--- src/logic/pc_bank1_pkg.sv ---
// package: register map, reset values and carrier types for the bank-1 register block
// assumes a 25 MHz core clock and a word-indexed classic wishbone slave port
`default_nettype none
package pc_bank1_pkg;
    // register indices; byte address is four times the index
    localparam logic [7:0] IDX_INDIRECT_PORT = 8'h80;
    localparam logic [7:0] IDX_TIMER_CFG = 8'h81;
    localparam logic [7:0] IDX_PC_LOW = 8'h82;
    localparam logic [7:0] IDX_STATUS = 8'h83;
    localparam logic [7:0] IDX_POINTER = 8'h84;
    localparam logic [7:0] IDX_PORTA_DIR = 8'h85;
    localparam logic [7:0] IDX_PORTB_DIR = 8'h86;
    localparam logic [7:0] IDX_PC_HIGH_LATCH = 8'h8a;
    localparam logic [7:0] IDX_IRQ_CONTROL = 8'h8b;
    localparam logic [7:0] IDX_PERIPH_IRQ_EN = 8'h8c;
    localparam logic [7:0] IDX_POWER_STATUS = 8'h8e;
    localparam logic [7:0] IDX_ADC_PIN_CFG = 8'h9f;
    // core sequencing registers
    localparam logic [7:0] IDX_CORE_COMMAND = 8'ha0;
    localparam logic [7:0] IDX_BRANCH_TARGET = 8'ha1;
    localparam logic [7:0] IDX_CORE_STATE = 8'ha2;
    localparam logic [7:0] IDX_WORD_LOW = 8'ha3;
    localparam logic [7:0] IDX_WORD_HIGH = 8'ha4;
    localparam logic [7:0] IDX_PC_HIGH = 8'ha5;
    // implemented-bit masks
    localparam logic [7:0] MASK_PORTA_DIR = 8'h3f;
    localparam logic [7:0] MASK_PC_HIGH_LATCH = 8'h1f;
    localparam logic [7:0] MASK_PERIPH_IRQ_EN = 8'h40;
    localparam logic [7:0] MASK_POWER_STATUS_WR = 8'h07;
    localparam logic [7:0] MASK_ADC_PIN_CFG = 8'h03;
    localparam logic [7:0] MASK_STATUS_WR = 8'he7;
    localparam logic [7:0] MASK_STATUS_KEEP = 8'h07;
    localparam logic [7:0] MASK_IRQ_KEEP = 8'h01;
    // reset values
    localparam logic [7:0] RST_TIMER_CFG = 8'hff;
    localparam logic [7:0] RST_PORTA_DIR = 8'h3f;
    localparam logic [7:0] RST_PORTB_DIR = 8'hff;
    localparam logic [7:0] RST_STATUS_POR = 8'h18;
    localparam logic [7:0] RST_POWER_STATUS_POR = 8'h04;
    localparam logic [7:0] RST_ZERO = 8'h00;
    // program space
    localparam logic [12:0] PC_RESET_VECTOR = 13'h0000;
    localparam logic [12:0] PC_IRQ_VECTOR = 13'h0004;
    localparam logic [12:0] PC_IMPL_MASK = 13'h07ff;
    localparam logic [12:0] PC_ONE = 13'h0001;
    // status / control bit positions
    localparam int STATUS_TIMEOUT_BIT = 4;
    localparam int STATUS_POWERDOWN_BIT = 3;
    localparam int IRQ_GLOBAL_EN_BIT = 7;
    // core commands
    localparam logic [2:0] CMD_STEP = 3'h1;
    localparam logic [2:0] CMD_GOTO = 3'h2;
    localparam logic [2:0] CMD_CALL = 3'h3;
    localparam logic [2:0] CMD_RETURN = 3'h4;
    localparam logic [2:0] CMD_IRQ = 3'h5;
    localparam logic [2:0] CMD_NONE = 3'h0;

    typedef enum logic [1:0] {SEQ_IDLE, SEQ_FLUSH} seq_state_t;

    // one wishbone request as seen by the slave
    typedef struct packed {
        logic cyc;
        logic stb;
        logic we;
        logic [3:0] sel;
        logic [7:0] idx;
        logic [7:0] wdata;
    } wb_req_t;
endpackage : pc_bank1_pkg
`default_nettype wire

--- src/logic/pc_bank1_regs.sv ---
// program counter sequencing and bank-1 special register map behind a classic wishbone slave
// assumes a synchronous active-low power-up reset and one-cycle reset event pulses
`default_nettype none
// Overview of operation
// - thirteen-bit program counter covering eight thousand fourteen-bit words
// - counter values beyond implemented program memory wrap into the present range
// - resets start fetch at address zero; accepted interrupts continue at address four
// - upper counter bits only load through the high latch, never written directly
// - shared registers answer at one location regardless of selected bank
// - unimplemented locations and bits read zero and ignore writes
// - external pin and watchdog resets apply the non-power-up reset values
// - two-stage fetch and execute: one cycle per instruction, branches two
// - separate fourteen-bit instruction bus and eight-bit data bus
// - eight-entry hardware return address stack
module pc_bank1_regs (
    // clock and reset
    input wire logic i_clk_sys,
    input wire logic i_resetn,
    // non-power-up reset events, one-cycle pulses
    input wire logic i_external_reset_pin,
    input wire logic i_watchdog_reset,
    // wishbone slave
    input wire logic i_wb_cyc,
    input wire logic i_wb_stb,
    input wire logic i_wb_we,
    input wire logic [3:0] i_wb_sel,
    input wire logic [9:0] i_wb_adr,
    input wire logic [31:0] i_wb_dat,
    output logic o_wb_ack,
    output logic [31:0] o_wb_dat,
    // instruction bus
    output logic [12:0] o_prog_addr,
    output logic o_prog_fetch,
    input wire logic [13:0] i_prog_word
);
    typedef struct packed {
        // bus answer
        logic ack;
        logic [7:0] rdata;
        // counter, instruction latch and sequencer
        logic [12:0] pc;
        logic fetch;
        logic [13:0] word;
        pc_bank1_pkg::seq_state_t seq;
        // return stack; a ninth push overwrites the oldest entry
        logic [7:0][12:0] stack;
        logic [2:0] sp;
        logic [3:0] depth;
        // bank-1 registers
        logic [7:0] timer_cfg;
        logic [7:0] status;
        logic [7:0] pointer;
        logic [7:0] porta_dir;
        logic [7:0] portb_dir;
        logic [7:0] pc_high_latch;
        logic [7:0] irq_control;
        logic [7:0] periph_irq_en;
        logic [7:0] power_status;
        logic [7:0] adc_pin_cfg;
        // own sequencing register and indirect data memory
        logic [7:0] branch_target;
        logic [127:0][7:0] data_mem;
    } state_t;

    // registered state and its next value
    state_t state_reg;
    state_t state_next;
    // decoded bus request
    pc_bank1_pkg::wb_req_t req;
    logic [7:0] bank1_idx;
    logic take;
    logic wr;
    logic [2:0] cmd;
    logic [12:0] target;

    // wrap a counter value into implemented program memory
    function automatic logic [12:0] wrap_addr(input logic [12:0] a);
        wrap_addr = a & pc_bank1_pkg::PC_IMPL_MASK;
    endfunction : wrap_addr

    // stack depth after a push, stops at eight
    function automatic logic [3:0] depth_up(input logic [3:0] d);
        depth_up = (d == 4'd8) ? 4'd8 : d + 4'd1;
    endfunction : depth_up

    // stack depth after a pop, stops at zero
    function automatic logic [3:0] depth_down(input logic [3:0] d);
        depth_down = (d == 4'd0) ? 4'd0 : d - 4'd1;
    endfunction : depth_down

    // index of the bank-1 copy of a location
    function automatic logic [7:0] bank1_copy(input logic [7:0] idx);
        bank1_copy = {1'b1, idx[6:0]};
    endfunction : bank1_copy

    // shared locations answer in either bank
    function automatic logic is_shared(input logic [7:0] idx);
        logic [7:0] b;
        b = bank1_copy(idx);
        is_shared = (b == pc_bank1_pkg::IDX_INDIRECT_PORT) || (b == pc_bank1_pkg::IDX_PC_LOW)
            || (b == pc_bank1_pkg::IDX_STATUS) || (b == pc_bank1_pkg::IDX_POINTER)
            || (b == pc_bank1_pkg::IDX_PC_HIGH_LATCH) || (b == pc_bank1_pkg::IDX_IRQ_CONTROL);
    endfunction : is_shared

    // gather the bus request
    always_comb
    begin
        req = '{cyc: i_wb_cyc, stb: i_wb_stb, we: i_wb_we, sel: i_wb_sel,
                idx: i_wb_adr[9:2], wdata: i_wb_dat[7:0]};
        bank1_idx = is_shared(req.idx) ? bank1_copy(req.idx) : req.idx;
        // one take per request: an ack in flight blocks a second
        take = req.cyc && req.stb && !state_reg.ack;
        wr = take && req.we && req.sel[0];
        cmd = (wr && (bank1_idx == pc_bank1_pkg::IDX_CORE_COMMAND)) ? req.wdata[2:0] : pc_bank1_pkg::CMD_NONE;
        target = {state_reg.pc_high_latch[4:0], state_reg.branch_target};
    end

    // next state
    always_comb
    begin
        state_next = state_reg;
        state_next.ack = take;
        state_next.fetch = 1'b0;

        // instruction latch, fourteen bits wide
        if (state_reg.fetch)
        begin
            state_next.word = i_prog_word;
        end

        // register reads; unmapped and unimplemented bits give zero
        if (take)
        begin
            case (bank1_idx)
                pc_bank1_pkg::IDX_INDIRECT_PORT: state_next.rdata = state_reg.data_mem[state_reg.pointer[6:0]];
                pc_bank1_pkg::IDX_TIMER_CFG: state_next.rdata = state_reg.timer_cfg;
                pc_bank1_pkg::IDX_PC_LOW: state_next.rdata = state_reg.pc[7:0];
                pc_bank1_pkg::IDX_STATUS: state_next.rdata = state_reg.status;
                pc_bank1_pkg::IDX_POINTER: state_next.rdata = state_reg.pointer;
                pc_bank1_pkg::IDX_PORTA_DIR: state_next.rdata = state_reg.porta_dir;
                pc_bank1_pkg::IDX_PORTB_DIR: state_next.rdata = state_reg.portb_dir;
                pc_bank1_pkg::IDX_PC_HIGH_LATCH: state_next.rdata = state_reg.pc_high_latch;
                pc_bank1_pkg::IDX_IRQ_CONTROL: state_next.rdata = state_reg.irq_control;
                pc_bank1_pkg::IDX_PERIPH_IRQ_EN: state_next.rdata = state_reg.periph_irq_en;
                pc_bank1_pkg::IDX_POWER_STATUS: state_next.rdata = state_reg.power_status;
                pc_bank1_pkg::IDX_ADC_PIN_CFG: state_next.rdata = state_reg.adc_pin_cfg;
                // own registers: branch target, core state, fetched word, counter high
                pc_bank1_pkg::IDX_BRANCH_TARGET: state_next.rdata = state_reg.branch_target;
                pc_bank1_pkg::IDX_CORE_STATE: state_next.rdata = {3'b000, state_reg.seq == pc_bank1_pkg::SEQ_FLUSH,
                                                                  state_reg.depth};
                pc_bank1_pkg::IDX_WORD_LOW: state_next.rdata = state_reg.word[7:0];
                pc_bank1_pkg::IDX_WORD_HIGH: state_next.rdata = {2'b00, state_reg.word[13:8]};
                pc_bank1_pkg::IDX_PC_HIGH: state_next.rdata = {3'b000, state_reg.pc[12:8]};
                default: state_next.rdata = pc_bank1_pkg::RST_ZERO;
            endcase
        end

        // register writes, masked to implemented bits
        // read-only and unmapped indices fall to the default and change nothing
        if (wr)
        begin
            case (bank1_idx)
                pc_bank1_pkg::IDX_INDIRECT_PORT: state_next.data_mem[state_reg.pointer[6:0]] = req.wdata;
                pc_bank1_pkg::IDX_TIMER_CFG: state_next.timer_cfg = req.wdata;
                pc_bank1_pkg::IDX_STATUS: state_next.status = (state_reg.status & ~pc_bank1_pkg::MASK_STATUS_WR)
                    | (req.wdata & pc_bank1_pkg::MASK_STATUS_WR);
                pc_bank1_pkg::IDX_POINTER: state_next.pointer = req.wdata;
                pc_bank1_pkg::IDX_PORTA_DIR: state_next.porta_dir = req.wdata & pc_bank1_pkg::MASK_PORTA_DIR;
                pc_bank1_pkg::IDX_PORTB_DIR: state_next.portb_dir = req.wdata;
                pc_bank1_pkg::IDX_PC_HIGH_LATCH: state_next.pc_high_latch = req.wdata & pc_bank1_pkg::MASK_PC_HIGH_LATCH;
                pc_bank1_pkg::IDX_IRQ_CONTROL: state_next.irq_control = req.wdata;
                pc_bank1_pkg::IDX_PERIPH_IRQ_EN: state_next.periph_irq_en = req.wdata & pc_bank1_pkg::MASK_PERIPH_IRQ_EN;
                pc_bank1_pkg::IDX_POWER_STATUS: state_next.power_status = req.wdata & pc_bank1_pkg::MASK_POWER_STATUS_WR;
                pc_bank1_pkg::IDX_ADC_PIN_CFG: state_next.adc_pin_cfg = req.wdata & pc_bank1_pkg::MASK_ADC_PIN_CFG;
                // branch target low byte for goto and call
                pc_bank1_pkg::IDX_BRANCH_TARGET: state_next.branch_target = req.wdata;
                default: state_next.rdata = state_next.rdata;
            endcase
        end

        // fetch sequencer: straight-line step is one cycle, any branch flushes one fetch
        // commands during the flush cycle are dropped; software polls core state
        case (state_reg.seq)
            pc_bank1_pkg::SEQ_IDLE:
            begin
                // low byte write is a computed jump within the latched page
                if (wr && (bank1_idx == pc_bank1_pkg::IDX_PC_LOW))
                begin
                    state_next.pc = wrap_addr({state_reg.pc_high_latch[4:0], req.wdata});
                    state_next.seq = pc_bank1_pkg::SEQ_FLUSH;
                end
                else
                begin
                    case (cmd)
                        // straight-line fetch of the next word
                        pc_bank1_pkg::CMD_STEP:
                        begin
                            state_next.pc = wrap_addr(state_reg.pc + pc_bank1_pkg::PC_ONE);
                            state_next.fetch = 1'b1;
                        end
                        // jump to latch page and branch target
                        pc_bank1_pkg::CMD_GOTO:
                        begin
                            state_next.pc = wrap_addr(target);
                            state_next.seq = pc_bank1_pkg::SEQ_FLUSH;
                        end
                        // push the return address, then jump
                        pc_bank1_pkg::CMD_CALL:
                        begin
                            state_next.stack[state_reg.sp] = wrap_addr(state_reg.pc + pc_bank1_pkg::PC_ONE);
                            state_next.sp = state_reg.sp + 3'd1;
                            state_next.depth = depth_up(state_reg.depth);
                            state_next.pc = wrap_addr(target);
                            state_next.seq = pc_bank1_pkg::SEQ_FLUSH;
                        end
                        // pop the return address
                        pc_bank1_pkg::CMD_RETURN:
                        begin
                            state_next.sp = state_reg.sp - 3'd1;
                            state_next.depth = depth_down(state_reg.depth);
                            state_next.pc = state_reg.stack[state_reg.sp - 3'd1];
                            state_next.seq = pc_bank1_pkg::SEQ_FLUSH;
                        end
                        // push the current counter, go to the vector
                        pc_bank1_pkg::CMD_IRQ:
                        begin
                            state_next.stack[state_reg.sp] = state_reg.pc;
                            state_next.sp = state_reg.sp + 3'd1;
                            state_next.depth = depth_up(state_reg.depth);
                            state_next.pc = pc_bank1_pkg::PC_IRQ_VECTOR;
                            state_next.irq_control[pc_bank1_pkg::IRQ_GLOBAL_EN_BIT] = 1'b0;
                            state_next.seq = pc_bank1_pkg::SEQ_FLUSH;
                        end
                        default: state_next.seq = pc_bank1_pkg::SEQ_IDLE;
                    endcase
                end
            end
            pc_bank1_pkg::SEQ_FLUSH:
            begin
                // second branch cycle refetches at the new counter
                state_next.fetch = 1'b1;
                state_next.seq = pc_bank1_pkg::SEQ_IDLE;
            end
            default: state_next.seq = pc_bank1_pkg::SEQ_IDLE;
        endcase

        // non-power-up resets: counter and bank selects cleared, most contents kept
        if (i_external_reset_pin || i_watchdog_reset)
        begin
            state_next.pc = pc_bank1_pkg::PC_RESET_VECTOR;
            // the flush cycle after a reset refetches address zero
            state_next.seq = pc_bank1_pkg::SEQ_FLUSH;
            state_next.fetch = 1'b0;
            // stack emptied
            state_next.sp = 3'd0;
            state_next.depth = 4'd0;
            // configuration back to reset values
            state_next.timer_cfg = pc_bank1_pkg::RST_TIMER_CFG;
            state_next.porta_dir = pc_bank1_pkg::RST_PORTA_DIR;
            state_next.portb_dir = pc_bank1_pkg::RST_PORTB_DIR;
            state_next.pc_high_latch = pc_bank1_pkg::RST_ZERO;
            state_next.periph_irq_en = pc_bank1_pkg::RST_ZERO;
            state_next.adc_pin_cfg = pc_bank1_pkg::RST_ZERO;
            // control and status keep only their sticky bits
            state_next.irq_control = state_reg.irq_control & pc_bank1_pkg::MASK_IRQ_KEEP;
            state_next.status = state_reg.status & pc_bank1_pkg::MASK_STATUS_KEEP;
            state_next.status[pc_bank1_pkg::STATUS_TIMEOUT_BIT] = i_watchdog_reset ? 1'b0
                : state_reg.status[pc_bank1_pkg::STATUS_TIMEOUT_BIT];
            state_next.status[pc_bank1_pkg::STATUS_POWERDOWN_BIT] = i_watchdog_reset ? 1'b1
                : state_reg.status[pc_bank1_pkg::STATUS_POWERDOWN_BIT];
        end
    end

    // state register with power-up values
    always_ff @(posedge i_clk_sys)
    begin
        if (!i_resetn)
        begin
            // clear everything, then load the non-zero power-up values
            state_reg <= '0;
            state_reg.pc <= pc_bank1_pkg::PC_RESET_VECTOR;
            state_reg.seq <= pc_bank1_pkg::SEQ_FLUSH;
            state_reg.timer_cfg <= pc_bank1_pkg::RST_TIMER_CFG;
            state_reg.status <= pc_bank1_pkg::RST_STATUS_POR;
            state_reg.porta_dir <= pc_bank1_pkg::RST_PORTA_DIR;
            state_reg.portb_dir <= pc_bank1_pkg::RST_PORTB_DIR;
            state_reg.power_status <= pc_bank1_pkg::RST_POWER_STATUS_POR;
        end
        else
        begin
            state_reg <= state_next;
        end
    end

    // outputs straight from the state flops
    assign o_wb_ack = state_reg.ack;
    assign o_wb_dat = {24'h00_0000, state_reg.rdata};
    assign o_prog_addr = state_reg.pc;
    assign o_prog_fetch = state_reg.fetch;
endmodule : pc_bank1_regs
`default_nettype wire

--- config.mk ---
export PLATFORM = sky130hd
export DESIGN_NAME = pc_bank1_regs
export DESIGN_NICKNAME = d
export VERILOG_FILES = /design/src/logic/pc_bank1_pkg.sv /design/src/logic/pc_bank1_regs.sv
export SDC_FILE = /design/constraint.sdc
export NUM_CORES = 2
export LEC_CHECK = 0
export ABC_CLOCK_PERIOD_IN_PS = 2700
export BUFFER_PORTS_ARGS = -buffer_cell sky130_fd_sc_hd__buf_2
export CAP_MARGIN = 30
export CORE_MARGIN = 2
export CORE_UTILIZATION = 57
export DETAILED_ROUTE_END_ITERATION = 6
export PLACE_DENSITY = 0.74
export SYNTH_ARGS = -nofsm -noshare
export SYNTH_HDL_FRONTEND = slang
export SYNTH_SLANG_ARGS = --single-unit
--- constraint.sdc ---
create_clock -name i_clk_sys -period 2.7 [get_ports i_clk_sys]
set_clock_uncertainty 0.1 [all_clocks]
set_input_delay 0.54 -clock i_clk_sys [delete_from_list [all_inputs] [get_ports i_clk_sys]]
set_output_delay 0.54 -clock i_clk_sys [all_outputs]
set_load 0.05 [all_outputs]
Word level (Yosys, flattened, before mapping)
Cells that the tools add are included. W data, S select, Z words.

Register bits: 1239. Output and inout port bits: 47.

Eq/ne operators: 32. $add $sub $neg: 5. Reductions and logical operators: 46. Bitwise operators: 5. Muxes and demuxes: 44. Magnitude comparators: 5.

Operators with widths (number): $mux W1101 (1); $bwmux W1024 (1); $mux W1024 (1); $bwmux W104 (2); $pmux W104 S2 (1); $eq A8 B8 Y1 const B (18); $pmux W8 S17 (1); $bmux W8 S7 (1); $demux W8 S7 (1); $mux W8 (7); $pmux W13 S4 (1); $bmux W13 S3 (1); $demux W13 S3 (1); $mux W13 (3); $reduce_and A2 Y1 (13); $mux W5 (3); $reduce_and A3 Y1 (5); $eq A7 B2 Y1 const B (2); $eq A7 B4 Y1 const B (2); $pmux W7 S2 (1); $add A11 B1 Y11 const B (1); $mux W1 (9); $logic_and A1 B1 Y1 (8); $lt A3 B4 Y1 const B (2); other kinds (33) (51).

Logic depth before layout (Yosys ltp)
Depth in word-level cells: 15. Mapped depth: 12. Depth with buffers taken out: 8.

Worst setup path before layout
OpenSTA, ideal clock, no wires.

Path type: input -> register. Start point: input i_wb_adr[4]. End point: register state_reg[1120] (netlist name). Buffers on the path: 4. Path slack: -0.251 ns. Arrival: 2.723 ns. Setup time: 0.128 ns. Stages on the path: 11. Required time: 2.472 ns. Cells stage by stage: buf_4 or2_1 buf_6 or4_4 buf_6 nor3_4 nand3_2 nor3_4 buf_6 mux2i_1 nor2_1.

Cells in the longest elaborated chain, start to end: 13.

Ends and longest elaborated chain: start, declared (line pc_bank1_regs.sv:27) `input wire logic [9:0] i_wb_adr,`; $eq A7 B2 Y1 or $logic_not A7 Y1 (tied branches) (line pc_bank1_regs.sv:100) `is_shared = (b == pc_bank1_pkg::IDX_INDIRECT_PORT) || (b == pc_bank1_pkg::IDX_PC_LOW)`; $logic_or A1 B1 Y1 (line pc_bank1_regs.sv:100); $logic_or A1 B1 Y1 (2 in a row) (line pc_bank1_regs.sv:101) `|| (b == pc_bank1_pkg::IDX_STATUS) || (b == pc_bank1_pkg::IDX_POINTER)`; $logic_or A1 B1 Y1 (2 in a row) (line pc_bank1_regs.sv:102) `|| (b == pc_bank1_pkg::IDX_PC_HIGH_LATCH) || (b == pc_bank1_pkg::IDX_IRQ_CONTROL);`; $mux W8 (*) (line pc_bank1_regs.sv:110) `bank1_idx = is_shared(req.idx) ? bank1_copy(req.idx) : req.idx;`; $eq A8 B8 Y1 (line pc_bank1_regs.sv:114) `cmd = (wr && (bank1_idx == pc_bank1_pkg::IDX_CORE_COMMAND)) ? req.wdata[2:0] : pc_bank1_pkg::CMD_NONE;`; $logic_and A1 B1 Y1 (line pc_bank1_regs.sv:114); $mux W3 (line pc_bank1_regs.sv:114); $eq A3 B3 Y1 or $eq A3 B2 Y1 (tied branches) (line pc_bank1_regs.sv:194) `case (cmd)`; $reduce_bool A2 Y1 (no source line); $reduce_and A3 Y1 (no source line); end signal, assigned (line pc_bank1_regs.sv:291) `state_reg <= state_next;`; end, declared (line pc_bank1_regs.sv:66) `state_t state_reg;`.

Mark *: on every way between the ends. The rest lies on a longest branch, timed or not. A chain may end at the register's enable or synchronous reset.

Final worst setup path
Start point: register state_reg[1089] (netlist name). End point: register state_reg, in the netlist o_wb_dat[7].

Cells in the longest elaborated chain, start to end: 3.

Ends and longest elaborated chain: $bmux W8 S7 (line pc_bank1_regs.sv:135) `pc_bank1_pkg::IDX_INDIRECT_PORT: state_next.rdata = state_reg.data_mem[state_reg.pointer[6:0]];`; $mux W8 (implied by the code) (line pc_bank1_regs.sv:135); $pmux W8 S17 (line pc_bank1_regs.sv:134) `case (bank1_idx)`.

Every way passes these cells. The select of a mux whose other input is x is not followed.

==> run metrics <==
run status finished with violations; failing checks design-rule violations, negative setup slack; Synth cell types between 80 and 90; vias per inst 6.631; Die H 311.3 um; final setup violation count 9; Syn Area/Cell about 8 sq um; Post-synth EDFFs 0; top cell type by total area after synthesis dfxtp_1; Layout Utilization between 70% and 80%; Netlist Area Pre-Place 0.05383 sq mm; Routed WL ~210 mm; most frequent cell after synthesis nand2_1; Post-DP HPWL roughly 130 mm; Post-synth top flop dfxtp_1; RSZ-0062 raised after global routing yes; post-synthesis sequential area ratio between 40% and 50%; CP arrival 3.66 ns; DR vias ~57k; worst setup margin -0.3662 ns; WP data required approximately 3.3 ns; Fillers ~7.0k; Syn. warnings 0; crit path kind reg2reg; min cycle time layout ~3 ns; row cnt about 110; CP delay by family, top buffers and inverters; # nets final 7237; pwr dens roughly 570 mW/mm^2; ANT nets after route 0; CP max stage cell o41ai_2; WL/cell roughly 25 um; critical path cell sequence buf_12, nand3_4, buf_8, buf_6, o22ai_1, o41ai_2, buf_4, nand4_1, nor4_4, buf_4, o21ba_1; Crit. End Element flop; root buffer selected by CTS clkbuf_16; top post-synthesis cells by area dfxtp_1 46%, a21oi_1 10%, nand2_1 10%; Setup TNS -1.966 ns; TritonRoute pass-1 iters 7; CP most frequent cell buf_4; Period Utilization, post-route 113.6%; Inserted Clock Buffers 133; synthesized flop and latch total about 1.2k; io pins between 100 and 150; worst-path fanout max 10; cell count after synthesis around 6.8k; max reg flops 1215; pre-CTS setup slack -0.7988 ns; share of layout cells above drive strength 1 19.39%; Post-synth top cells 1448 x nand2_1, 1238 x dfxtp_1, 1087 x a21oi_1; max-cap violations 0; Clock Latency Late Sink between 0.7 and 0.8 ns; initial antenna violation count 4; DRC Markers 14; area grow syn2layout 24.23%; core area 0.09347 sq mm; Startpoint Class flop; TritonCTS clock tree yes; Fin. Hold Viols 0; Slew Limit Fails 0; Max Clk Rate around 330 MHz; Max-slew headroom between 30% and 40%; Die W just over 300 um; ys async rst share 0%; global route total overflow 0; Port Buffer Count 60; worst IR drop on VDD 0.5978 mV; Initial Util a little under three fifths; RD Place Congestion around 0.98; Synth top area share 46.04%; largest net degree at the start of global routing 202; H-tree depth 4; CTS clock-pin slew for the worst setup and hold paths roughly 0.06 ns; die area about 0.097 sq mm; Slew @ Worst Pin about 1.0 ns; cell leakage power roughly 23 nW; Largest stage delay, worst path about 0.47 ns; WP buf/inv 5; global-route wire length before repair ~310 mm; CTS Buffer Depth 3; vias in the first global route around 52k; GR Util All Layers 41.43%; initial drt markers slightly above 9k; worst min-delay path class in2reg; CTS sink cnt between 1k and 1.5k
## what timing repair did
item	4_1_cts	5_1_grt
pin swaps	50	43
endpoints found under the hold margin	16	0
hold buffers	15	0
gates resized for setup	149	78
cloned	3	2
setup endpoints to repair	8	158
setup buffers	57	31
## layer usage
metal / global-route usage (%) / routed length (um) / up-vias
li1: - / - / 24672
met1: 54.92 / 78570 / 26803
met2: 61.39 / 90470 / 4182
met3: 10.61 / 28610 / 874
met4: 23.44 / 13530 / 2
met5: 0 / 11 / -
## area by class of cell
class                           instances  area [sq um]  area share (%)
Antenna cell                            4         10.01         0.01497
Clock buffer                          200          4058           6.068
Clock inverter                         39         391.6          0.5856
Inverter                               18         78.83          0.1179
Multi-Input combinational cell       4850         27220           40.71
Sequential cell                      1238         24800           37.08
Tap cell                             1254          1569           2.346
Timing Repair Buffer                  923          8745           13.08
## placed cells by master, fill, tap and decap left out, types with 25 or more instances in the layout
cell type,Yosys,layout
o21ai_1,17,27
dfxtp_1,1238,1234
nand3_1,744,739
mux2i_1,194,193
mux4_2,44,44
mux2_2,61,60
clkbuf_8,0,35
nor2_1,263,245
a21oi_1,1087,1082
buf_4,53,676
clkbuf_16,0,141
buf_6,8,37
o41ai_2,0,25
clkbuf_1,455,26
buf_12,0,130
o22ai_1,331,317
o22a_1,25,25
nand2_1,1448,1447
o21ai_0,131,121
o221ai_1,64,58
buf_2,103,53
## worst reg2reg max path: cells and delay by family, from the launching register on
kind                   cells  cell delay (ns)
AOI/OAI and AO/OA          3             0.72
buffers and inverters      5             0.98
DFF                        1             0.38
and+or+nand+nor            3             0.83
## kinds of logic after synthesis
| family | Yosys count | synth area share (%) |
|---|---|---|
| other | 1 | 0.006966 |
| multiplexers | 299 | 6.724 |
| XOR/XNOR | 24 | 0.3905 |
| flip-flops | 1238 | 46.04 |
| AND/OR/NAND/NOR | 2629 | 21.11 |
| adder cells (fa/ha/maj) | 6 | 0.1395 |
| buffers and inverters | 689 | 5.525 |
| AO/OA/AOI/OAI | 1868 | 20.06 |
## where the power goes
group          switching [W]  total, W  internal [W]
Combinational       0.000910   0.00114      0.000234
Clock                0.00777    0.0186        0.0108
Sequential         0.0000162    0.0183        0.0183
Total                0.00870    0.0380        0.0293
## final timing paths
path,to,start,cells after the start,slack [ns]
hold / removal,state_reg[1066]$_SDFFE_PP0P_,i_wb_dat[2],3,0.04
setup reg to reg,o_wb_dat[7]$_SDFFE_PN0P_,state_reg[1089]$_SDFFE_PN0P_,11,-0.37
hold reg to reg,state_reg[161]$_SDFFE_PN0P_,state_reg[161]$_SDFFE_PN0P_,2,0.35
setup / recovery,o_wb_dat[7]$_SDFFE_PN0P_,state_reg[1089]$_SDFFE_PN0P_,11,-0.37
## per-stage QoR
| step | cells | cell area (sq um) | total power [W] | hold WS [ns] |
|---|---|---|---|---|
| after floorplan | 6777 | 53980 | 0.01937 | 0.3152 |
| after detailed placement | 8181 | 60250 | 0.01977 | 0.3406 |
| final | 8526 | 66870 | 0.03801 | 0.04106 |
| after CTS | 8494 | 66220 | 0.03794 | 0.01174 |
| after global placement | 8180 | 60240 | 0.01976 | 0.3336 |
| after global routing | 8523 | 66860 | 0.03876 | 0.06573 |
(Power assumes the default switching activity.)
